[config.mk]
export PLATFORM = sky130hd
export DESIGN_NAME = easlr_cmd
export DESIGN_NICKNAME = d
export VERILOG_FILES = /design/src/easlr_pkg.sv /design/src/easlr_seq_rom.sv /design/src/easlr_cmd.sv
export SDC_FILE = /design/constraint.sdc
export NUM_CORES = 1
export LEC_CHECK = 0
export BUFFER_PORTS_ARGS = -buffer_cell sky130_fd_sc_hd__buf_2
export CAP_MARGIN = 20
export CORE_MARGIN = 2
export CORE_UTILIZATION = 53
export CTS_CLUSTER_DIAMETER = 40
export DETAILED_ROUTE_END_ITERATION = 12
export PLACE_DENSITY_LB_ADDON = 0.2
export SETUP_SLACK_MARGIN = 0.1
export SLEW_MARGIN = 30
export SYNTH_ARGS = -nofsm -noshare
export SYNTH_HDL_FRONTEND = slang
export SYNTH_SLANG_ARGS = --single-unit
[constraint.sdc]
create_clock -name clk -period 3.2 [get_ports clk]
set_input_delay 0.32 -clock clk [delete_from_list [all_inputs] [get_ports clk]]
set_output_delay 0.32 -clock clk [all_outputs]
set_load 0.02 [all_outputs]
[src/easlr_pkg.sv]
`default_nettype none

package easlr_pkg;

    // ==========================================================
    // command codes and selectors
    localparam logic [7:0] CMD_EAS_ALARM   = 8'ha5;
    localparam logic [7:0] CMD_PROT_EAS    = 8'ha6;
    localparam logic [7:0] CMD_WR_EAS_ID   = 8'ha7;
    localparam logic [7:0] CMD_LONG_RANGE  = 8'h40;
    localparam logic [7:0] SEL_EAS         = 8'h00;
    localparam logic [7:0] SEL_UID         = 8'h01;
    localparam logic [7:0] SEL_PC          = 8'h02;

    // ==========================================================
    // request layout
    localparam int         FLG_ADDR_BIT    = 5;
    localparam int         FLG_OPT_BIT     = 6;
    localparam logic [4:0] HDR_LEN         = 5'h03;
    localparam logic [4:0] HDR_ADDR_LEN    = 5'h0b;
    localparam logic [4:0] LR_REQ_LEN      = 5'h04;
    localparam logic [4:0] RX_IDX_MAX      = 5'h1f;
    localparam logic [7:0] MASK_LEN_NONE   = 8'h00;
    localparam logic [7:0] MASK_LEN_ONE    = 8'h08;
    localparam logic [7:0] MASK_LEN_TWO    = 8'h10;

    // ==========================================================
    // response fields
    localparam logic [7:0]  RSP_FLAGS_OK    = 8'h00;
    localparam logic [7:0]  RSP_FLAGS_ERR   = 8'h01;
    localparam logic [7:0]  ERR_CODE_DENIED = 8'h0f;
    localparam logic [15:0] EAS_ID_RST      = 16'h0000;
    localparam logic [5:0]  LAST_OK         = 6'h00;
    localparam logic [5:0]  LAST_ERR        = 6'h01;
    localparam logic [5:0]  LAST_EAS_ID     = 6'h02;
    localparam logic [5:0]  LAST_UID        = 6'h07;
    localparam logic [5:0]  LAST_EAS_SEQ    = 6'h1f;
    localparam logic [5:0]  LAST_EAS_SEQ_PF = 6'h20;
    localparam logic [15:0] LFSR_SEED       = 16'hace1;
    localparam logic [15:0] LFSR_TAPS       = 16'hb400;

    typedef enum logic [2:0] {
        K_EAS_SEQ,
        K_EAS_ID,
        K_UID,
        K_PC,
        K_FLAGS_OK,
        K_FLAGS_ERR
    } easlr_kind_t;

    // sequence bytes, first-sent bit in bit 0
    localparam logic [7:0] EAS_SEQ [32] = '{
        8'h2f, 8'hb3, 8'h62, 8'h70, 8'hd5, 8'ha7, 8'h90, 8'h7f,
        8'he8, 8'hb1, 8'h80, 8'h38, 8'hd2, 8'h81, 8'h49, 8'h76,
        8'h82, 8'hda, 8'h9a, 8'h86, 8'h6f, 8'haf, 8'h8b, 8'hb0,
        8'hf1, 8'h9c, 8'hd1, 8'h12, 8'ha5, 8'h72, 8'h37, 8'hef
    };

    // slot-count code to {valid, slot mask}
    function automatic logic [10:0] slot_decode(input logic [7:0] code);
        case (code)
            8'h10:   slot_decode = {1'b1, 10'h000};
            8'h20:   slot_decode = {1'b1, 10'h003};
            8'h40:   slot_decode = {1'b1, 10'h007};
            8'h80:   slot_decode = {1'b1, 10'h00f};
            8'h00:   slot_decode = {1'b1, 10'h01f};
            8'h01:   slot_decode = {1'b1, 10'h03f};
            8'h02:   slot_decode = {1'b1, 10'h07f};
            8'h04:   slot_decode = {1'b1, 10'h0ff};
            8'h08:   slot_decode = {1'b1, 10'h1ff};
            default: slot_decode = {1'b0, 10'h000};
        endcase
    endfunction

endpackage

`default_nettype wire

[src/easlr_seq_rom.sv]
`timescale 1ns/1ps
`default_nettype none

module easlr_seq_rom
    import easlr_pkg::*;
(
    input  wire logic       clk,
    input  wire logic       ce,
    input  wire logic [4:0] addr,
    output var  logic [7:0] rd_data_reg
);

    always_ff @(posedge clk)
    begin
        if (ce)
        begin
            rd_data_reg <= EAS_SEQ[addr];
        end
    end

endmodule

`default_nettype wire

[src/easlr_cmd.sv]
`timescale 1ns/1ps
`default_nettype none

module easlr_cmd
    import easlr_pkg::*;
#(
    parameter int PC_BYTES = 12
)
(
    input  wire logic                  clk,
    input  wire logic                  sys_rst,
    input  wire logic                  ce,
    input  wire logic                  frame_start,
    input  wire logic                  long_range_request_start,
    input  wire logic                  rx_valid,
    input  wire logic [7:0]            rx_byte,
    input  wire logic                  frame_end,
    input  wire logic                  frame_crc_ok,
    input  wire logic                  long_range_request_end,
    input  wire logic                  eas_mode_en,
    input  wire logic                  eas_lock,
    input  wire logic                  eas_pwd_ok,
    input  wire logic                  pc_destroyed,
    input  wire logic [63:0]           uid,
    input  wire logic [PC_BYTES*8-1:0] pc_code,
    input  wire logic                  tx_ready,
    output var  logic                  tx_start_reg,
    output var  logic                  tx_lr_coding_reg,
    output var  logic [9:0]            tx_slot_reg,
    output var  logic                  tx_valid_reg,
    output var  logic [7:0]            tx_byte_reg,
    output var  logic                  tx_last_reg,
    output var  logic                  eas_prot_reg,
    output var  logic [15:0]           eas_id_reg,
    output var  logic                  eas_id_wr_reg
);

    typedef enum logic [1:0] {ST_IDLE, ST_FETCH, ST_LOAD, ST_SEND} easlr_state_t;

    // ==========================================================
    // request capture
    logic        rx_lr_reg;
    logic [4:0]  rx_idx_reg;
    logic [7:0]  rx_flags_reg;
    logic [7:0]  rx_cmd_reg;
    logic [7:0]  rx_p0_reg;
    logic [7:0]  rx_p1_reg;
    logic [7:0]  rx_p2_reg;
    logic [4:0]  hdr_len;
    logic [4:0]  prm_pos;

    assign hdr_len = rx_flags_reg[FLG_ADDR_BIT] ? HDR_ADDR_LEN : HDR_LEN;
    assign prm_pos = rx_lr_reg ? (rx_idx_reg - 5'h01) : (rx_idx_reg - hdr_len);

    always_ff @(posedge clk)
    begin
        if (sys_rst)
        begin
            rx_lr_reg    <= 1'b0;
            rx_idx_reg   <= 5'h00;
            rx_flags_reg <= 8'h00;
            rx_cmd_reg   <= 8'h00;
            rx_p0_reg    <= 8'h00;
            rx_p1_reg    <= 8'h00;
            rx_p2_reg    <= 8'h00;
        end
        else if (ce)
        begin
            if (frame_start || long_range_request_start)
            begin
                rx_lr_reg  <= long_range_request_start;
                rx_idx_reg <= 5'h00;
            end
            else if (rx_valid)
            begin
                if (rx_idx_reg != RX_IDX_MAX)
                begin
                    rx_idx_reg <= rx_idx_reg + 5'h01;
                end
                if (!rx_lr_reg && rx_idx_reg == 5'h00)
                begin
                    rx_flags_reg <= rx_byte;
                end
                if (rx_idx_reg == (rx_lr_reg ? 5'h00 : 5'h01))
                begin
                    rx_cmd_reg <= rx_byte;
                end
                if (rx_lr_reg || rx_idx_reg >= hdr_len)
                begin
                    case (prm_pos)
                        5'h00:   rx_p0_reg <= rx_byte;
                        5'h01:   rx_p1_reg <= rx_byte;
                        5'h02:   rx_p2_reg <= rx_byte;
                        default: ;
                    endcase
                end
            end
        end
    end

    // ==========================================================
    // command decode
    easlr_state_t st_reg;
    easlr_kind_t  kind_reg;
    easlr_kind_t  kind_next;
    logic         go;
    logic         pfx_next;
    logic [5:0]   last_next;
    logic         lr_next;
    logic         set_prot;
    logic         wr_id;
    logic         std_end;
    logic         lr_end;
    logic         xor_ok;
    logic         alarm_opt;
    logic         alarm_match;
    logic         alarm_go;
    logic         id_write_ok;
    logic [10:0]  slot_dec;
    logic [15:0]  lfsr_reg;

    assign std_end   = ce && frame_end && frame_crc_ok && !rx_lr_reg && st_reg == ST_IDLE && rx_idx_reg >= HDR_LEN;
    assign lr_end    = ce && long_range_request_end && rx_lr_reg && st_reg == ST_IDLE && rx_idx_reg == LR_REQ_LEN;
    assign xor_ok    = (rx_cmd_reg ^ rx_p0_reg ^ rx_p1_reg) == rx_p2_reg;
    assign alarm_opt = rx_flags_reg[FLG_OPT_BIT];
    assign slot_dec  = slot_decode(rx_p1_reg);
    // a lock freezes the id, even with a good password
    assign id_write_ok = !eas_lock && (!eas_prot_reg || eas_pwd_ok);

    always_comb
    begin
        case (rx_p0_reg)
            MASK_LEN_NONE: alarm_match = 1'b1;
            MASK_LEN_ONE:  alarm_match = rx_p1_reg == eas_id_reg[7:0];
            MASK_LEN_TWO:  alarm_match = {rx_p2_reg, rx_p1_reg} == eas_id_reg;
            default:       alarm_match = 1'b0;
        endcase
    end

    assign alarm_go = eas_mode_en && (!alarm_opt || alarm_match);

    always_comb
    begin
        go        = 1'b0;
        kind_next = K_FLAGS_OK;
        pfx_next  = 1'b0;
        last_next = LAST_OK;
        lr_next   = 1'b0;
        set_prot  = 1'b0;
        wr_id     = 1'b0;
        if (std_end)
        begin
            case (rx_cmd_reg)
                CMD_EAS_ALARM:
                begin
                    go       = alarm_go;
                    pfx_next = 1'b1;
                    if (alarm_opt && rx_p0_reg == MASK_LEN_NONE)
                    begin
                        kind_next = K_EAS_ID;
                        last_next = LAST_EAS_ID;
                    end
                    else
                    begin
                        kind_next = K_EAS_SEQ;
                        last_next = LAST_EAS_SEQ_PF;
                    end
                end
                CMD_PROT_EAS:
                begin
                    go        = 1'b1;
                    set_prot  = eas_pwd_ok;
                    kind_next = eas_pwd_ok ? K_FLAGS_OK : K_FLAGS_ERR;
                    last_next = eas_pwd_ok ? LAST_OK : LAST_ERR;
                end
                CMD_WR_EAS_ID:
                begin
                    go        = 1'b1;
                    wr_id     = id_write_ok;
                    kind_next = id_write_ok ? K_FLAGS_OK : K_FLAGS_ERR;
                    last_next = id_write_ok ? LAST_OK : LAST_ERR;
                end
                default: ;
            endcase
        end
        else if (lr_end && xor_ok && rx_cmd_reg == CMD_LONG_RANGE)
        begin
            lr_next = 1'b1;
            case (rx_p0_reg)
                SEL_EAS:
                begin
                    go        = eas_mode_en;
                    kind_next = K_EAS_SEQ;
                    last_next = LAST_EAS_SEQ;
                end
                SEL_UID:
                begin
                    go        = slot_dec[10];
                    kind_next = K_UID;
                    last_next = LAST_UID;
                end
                SEL_PC:
                begin
                    go        = slot_dec[10] && !pc_destroyed;
                    kind_next = K_PC;
                    last_next = 6'(PC_BYTES - 1);
                end
                default: ;
            endcase
        end
    end

    // ==========================================================
    // EAS state and slot source
    always_ff @(posedge clk)
    begin
        if (sys_rst)
        begin
            eas_prot_reg  <= 1'b0;
            eas_id_reg    <= EAS_ID_RST;
            eas_id_wr_reg <= 1'b0;
        end
        else if (ce)
        begin
            eas_id_wr_reg <= wr_id;
            if (set_prot)
            begin
                eas_prot_reg <= 1'b1;
            end
            if (wr_id)
            begin
                eas_id_reg <= {rx_p1_reg, rx_p0_reg};
            end
        end
    end

    // free-running, so each command draws a fresh slot
    always_ff @(posedge clk)
    begin
        if (sys_rst)
        begin
            lfsr_reg <= LFSR_SEED;
        end
        else if (ce)
        begin
            lfsr_reg <= {lfsr_reg[14:0], ^(lfsr_reg & LFSR_TAPS)};
        end
    end

    // ==========================================================
    // response sequencer
    logic       pfx_reg;
    logic [5:0] idx_reg;
    logic [5:0] last_reg;
    logic [7:0] rom_q;
    logic [7:0] byte_sel;

    easlr_seq_rom easlr_seq_rom_inst (
        .clk         (clk),
        .ce          (ce),
        .addr        (5'(idx_reg - {5'h00, pfx_reg})),
        .rd_data_reg (rom_q)
    );

    always_comb
    begin
        case (kind_reg)
            K_EAS_SEQ:   byte_sel = (pfx_reg && idx_reg == 6'h00) ? RSP_FLAGS_OK : rom_q;
            K_EAS_ID:    byte_sel = (idx_reg == 6'h00) ? RSP_FLAGS_OK :
                                    (idx_reg == 6'h01) ? eas_id_reg[7:0] : eas_id_reg[15:8];
            K_UID:       byte_sel = uid[8*idx_reg[2:0] +: 8];
            K_PC:        byte_sel = pc_code[8*idx_reg +: 8];
            K_FLAGS_ERR: byte_sel = (idx_reg == 6'h00) ? RSP_FLAGS_ERR : ERR_CODE_DENIED;
            default:     byte_sel = RSP_FLAGS_OK;
        endcase
    end

    always_ff @(posedge clk)
    begin
        if (sys_rst)
        begin
            st_reg           <= ST_IDLE;
            kind_reg         <= K_FLAGS_OK;
            pfx_reg          <= 1'b0;
            idx_reg          <= 6'h00;
            last_reg         <= 6'h00;
            tx_start_reg     <= 1'b0;
            tx_lr_coding_reg <= 1'b0;
            tx_slot_reg      <= 10'h000;
            tx_valid_reg     <= 1'b0;
            tx_byte_reg      <= 8'h00;
            tx_last_reg      <= 1'b0;
        end
        else if (ce)
        begin
            tx_start_reg <= 1'b0;
            case (st_reg)
                ST_IDLE:
                begin
                    if (go)
                    begin
                        st_reg           <= ST_FETCH;
                        kind_reg         <= kind_next;
                        pfx_reg          <= pfx_next;
                        last_reg         <= last_next;
                        idx_reg          <= 6'h00;
                        tx_start_reg     <= 1'b1;
                        tx_lr_coding_reg <= lr_next;
                        // EAS and standard replies always use slot zero
                        tx_slot_reg      <= (kind_next == K_UID || kind_next == K_PC) ?
                                            (lfsr_reg[9:0] & slot_dec[9:0]) : 10'h000;
                    end
                end
                ST_FETCH:
                begin
                    st_reg <= ST_LOAD;
                end
                ST_LOAD:
                begin
                    st_reg       <= ST_SEND;
                    tx_valid_reg <= 1'b1;
                    tx_byte_reg  <= byte_sel;
                    tx_last_reg  <= idx_reg == last_reg;
                end
                ST_SEND:
                begin
                    if (tx_ready)
                    begin
                        tx_valid_reg <= 1'b0;
                        tx_last_reg  <= 1'b0;
                        if (idx_reg == last_reg)
                        begin
                            st_reg <= ST_IDLE;
                        end
                        else
                        begin
                            idx_reg <= idx_reg + 6'h01;
                            st_reg  <= ST_FETCH;
                        end
                    end
                end
                default: st_reg <= ST_IDLE;
            endcase
        end
    end
endmodule

`default_nettype wire

==> metrics.txt <==
share of cells above drive strength 1 31.89%; Slowest-stage cell, CP or4b_1; largest net degree at the start of global routing 72; vias post-DR 7,738; Final Hold Vio Count 0; most instantiated library cell after synthesis nor2_1; Starting Density 54.36%; GRT Total Usage 30.69%; Worst Path Required 3.50 ns; first-pass GRT wire length 38.85 mm; async set or reset register ratio after synthesis 0%; maxcap violations 0; drt drc 0; filler cell count 1,170; largest area contributor in the netlist dfxtp_1; hpwl dp 18.79 mm; Clock Power Share 50.7%; CTS tree built; Post-CTS Setup Inserts 0; IO buf count 220; area occupied by multi-input gates 5112 µm²; critical path class flip-flop to flip-flop; Antenna Nets Post-Route 0; top post-synthesis cells by area dfxtp_1 (29%), mux4_2 (11%), mux2i_1 (9.8%), nor2_1 (6.2%), xnor2_1 (3.5%); M1 WL 11.02 mm; total I/O pin count 222; CP Cell Sequence or4b_1, nor4_2, and4_1, nand4_2, a2111o_1, and2_1, o311a_1, mux2_2; Post-Place Cells 1,263; Syn Nets 1,091; crit path DAT 3.30 ns; final RePlAce weighted congestion 0.9298; worst setup margin 0.1973 ns; critical path endpoint category flip-flop; # resized after CTS 0; antenna violations before repair 0; clk sinks 121; GRT overflow 0; internal cell power 2.926 mW; PwrDens 380.0 nW/µm²; commonest cells in the netlist nor2_1 (130), dfxtp_1 (113), mux2i_1 (78), nand2_1 (72), a21oi_1 (55); vias in the first global route 7,200; Post-synth EDFFs 8; CP peak stage delay 0.54 ns; Worst Hold Class input port to flip-flop; Sw Share 22.17%; die width 126.3 µm; Final Skew 0.009384 ns; clock root buffer clkbuf_16; Final setup violation count 0; Routed WL per cell 19.37 µm; Yosys top cell area share 28.53%; number of distinct library cells after synthesis 66; synthesis-stage register bit count 121; core area 14,590 µm²; Placement Setup Slack 0.1960 ns; CTS clk-pin slew, worst paths 0.06 ns; fin. max-slew vios 0; RSZ-0062 raised after global routing false; VDD IR max 0.0003710 V; post-layout minimum cycle time 3.003 ns; Non-Filler Instances 1,296; setup_tns 0 ns; ys flop type dfxtp_1; H-tree depth 4; Post-Route WL 25.10 mm; top routing layer used met4; Post-DP Area 9265 µm²; average size of a mapped cell 8.940 µm²; Storage cell area 2505 µm²; maximum clock rate 0.3330 GHz; headroom to the max-slew limit 39.69%; CTS Buffer Depth 2; Clock Latency Late Sink 0.41 ns; P_leak 4.308 nW; Sw Pwr 0.8332 mW; Total Power 3.759 mW; worst-path maximum fanout 7; Slew @ Worst Pin 0.9027 ns; Flop pwr share 41.4%; Pre-Repair DR Iteration Count 6; Area growth syn-to-layout 24.76%; routed wl met2 11.51 mm; post-route clock period utilization 93.83%; row count 44; Die Ht 126.3 µm; hold_buf cts 0; Mapped Cells 887; fin area 9893 µm²; area of the die 15,960 µm²; Vias/cell 5.971; total CTS buffers 17; status complete, no violations; Worst Setup Start Kind flip-flop; Nets 1,302; met3 wire length 2.088 mm; Warnings, synthesis 0; Gate power share 7.8%; post-synthesis sequential area ratio 31.56%; initial drt markers 887; synthesized area 7930 µm²
## per-layer routing
layer  global-route usage, %  up-vias
li1                        -     3623
met1                   44.83     3717
met2                   47.22      359
met3                   5.272       39
met4                   8.533        0
met5                       0        -
## stage by stage
| stage | hold slack, ns | util [%] |
|---|---|---|
| CTS | 0.1799 | 67.51 |
| floorplan | 0.4325 | - |
| finish | 0.1810 | 67.81 |
| detailed placement | 0.4428 | 63.51 |
| global route | 0.2112 | 67.78 |
| global placement | 0.4377 | 63.51 |
## final timing paths
path	startpoint	endpoint	slack (ns)	cells after the start
min	long_range_request_start	rx_lr_reg	0.18	3
max	rx_idx_reg[3]	idx_reg[3]	0.20	8
min reg2reg	tx_slot_reg[7]	tx_slot_reg[7]	0.45	2
max reg2reg	rx_idx_reg[3]	idx_reg[3]	0.20	8
## area by class of cell
type                            count  share of cell area, %
Clock inverter                      6                 0.8853
Tap cell                          184                  2.327
Clock buffer                       25                  5.021
Timing Repair Buffer              252                  13.58
Sequential cell                   121                  25.32
Antenna cell                        2                0.05059
Multi-Input combinational cell    676                  51.68
Inverter                           30                  1.138
## cell families after synthesis
logic type | share of synthesized area [%]
flip-flops | 31.56
buffers and inverters | 4.544
AO/OA/AOI/OAI | 12.09
multiplexers | 23.62
XOR/XNOR | 6.737
adder cells (fa/ha/maj) | 3.471
other | 0.04729
AND/OR/NAND/NOR | 17.94
## cells in the final DEF (no fill, tap or decap), types with 3 or more instances in the layout
| cell | synthesis | routed |
|---|---|---|
| mux4_2 | 40 | 40 |
| a22oi_1 | 7 | 7 |
| edfxtp_1 | 8 | 8 |
| nor2b_1 | 7 | 6 |
| dfxtp_1 | 113 | 111 |
| or3_1 | 4 | 4 |
| clkbuf_1 | 39 | 5 |
| mux2i_1 | 78 | 78 |
| mux2_2 | 17 | 17 |
| clkbuf_16 | 0 | 18 |
| nor4_1 | 8 | 7 |
| buf_4 | 2 | 33 |
| a21oi_1 | 55 | 55 |
| nand2_1 | 72 | 72 |
| inv_1 | 30 | 29 |
| a41oi_1 | 3 | 3 |
| buf_2 | 6 | 219 |
| o22ai_1 | 13 | 13 |
| nor2_1 | 130 | 130 |
| nand4_1 | 11 | 11 |
| clkinvlp_4 | 0 | 3 |
| xor2_1 | 29 | 29 |
| nand3_1 | 17 | 17 |
| nor3b_1 | 3 | 3 |
| a31oi_1 | 10 | 10 |
| nand3b_1 | 3 | 3 |
| xnor2_1 | 32 | 31 |
| a221oi_1 | 3 | 3 |
| and3_1 | 5 | 5 |
| o21ai_0 | 26 | 26 |
| a222oi_1 | 4 | 4 |
| a211oi_1 | 8 | 7 |
| nand4b_1 | 5 | 5 |
| nor3_1 | 22 | 21 |
| nand2b_1 | 7 | 7 |
| ha_1 | 22 | 21 |
## worst max-delay path, delay by kind of cell, from the launching register on
| family | cells | cell delay (ns) |
|---|---|---|
| multiplexers | 1 | 0.26 |
| AND/OR/NAND/NOR | 5 | 1.56 |
| flip-flops | 1 | 0.37 |
| AO/OA/AOI/OAI | 2 | 0.69 |
## power by group through the flow
| stage | Sequential (mW) | Combinational [mW] | Clock [mW] |
|---|---|---|---|
| final | 1.56 | 0.294 | 1.91 |
| after global routing | 1.56 | 0.316 | 1.99 |
| after CTS | 1.56 | 0.290 | 1.92 |
| after detailed placement | 1.59 | 0.288 | 0 |
| after global placement | 1.59 | 0.281 | 0 |
| after floorplan | 1.58 | 0.136 | 0 |
Power figures use the tool's default switching activity.
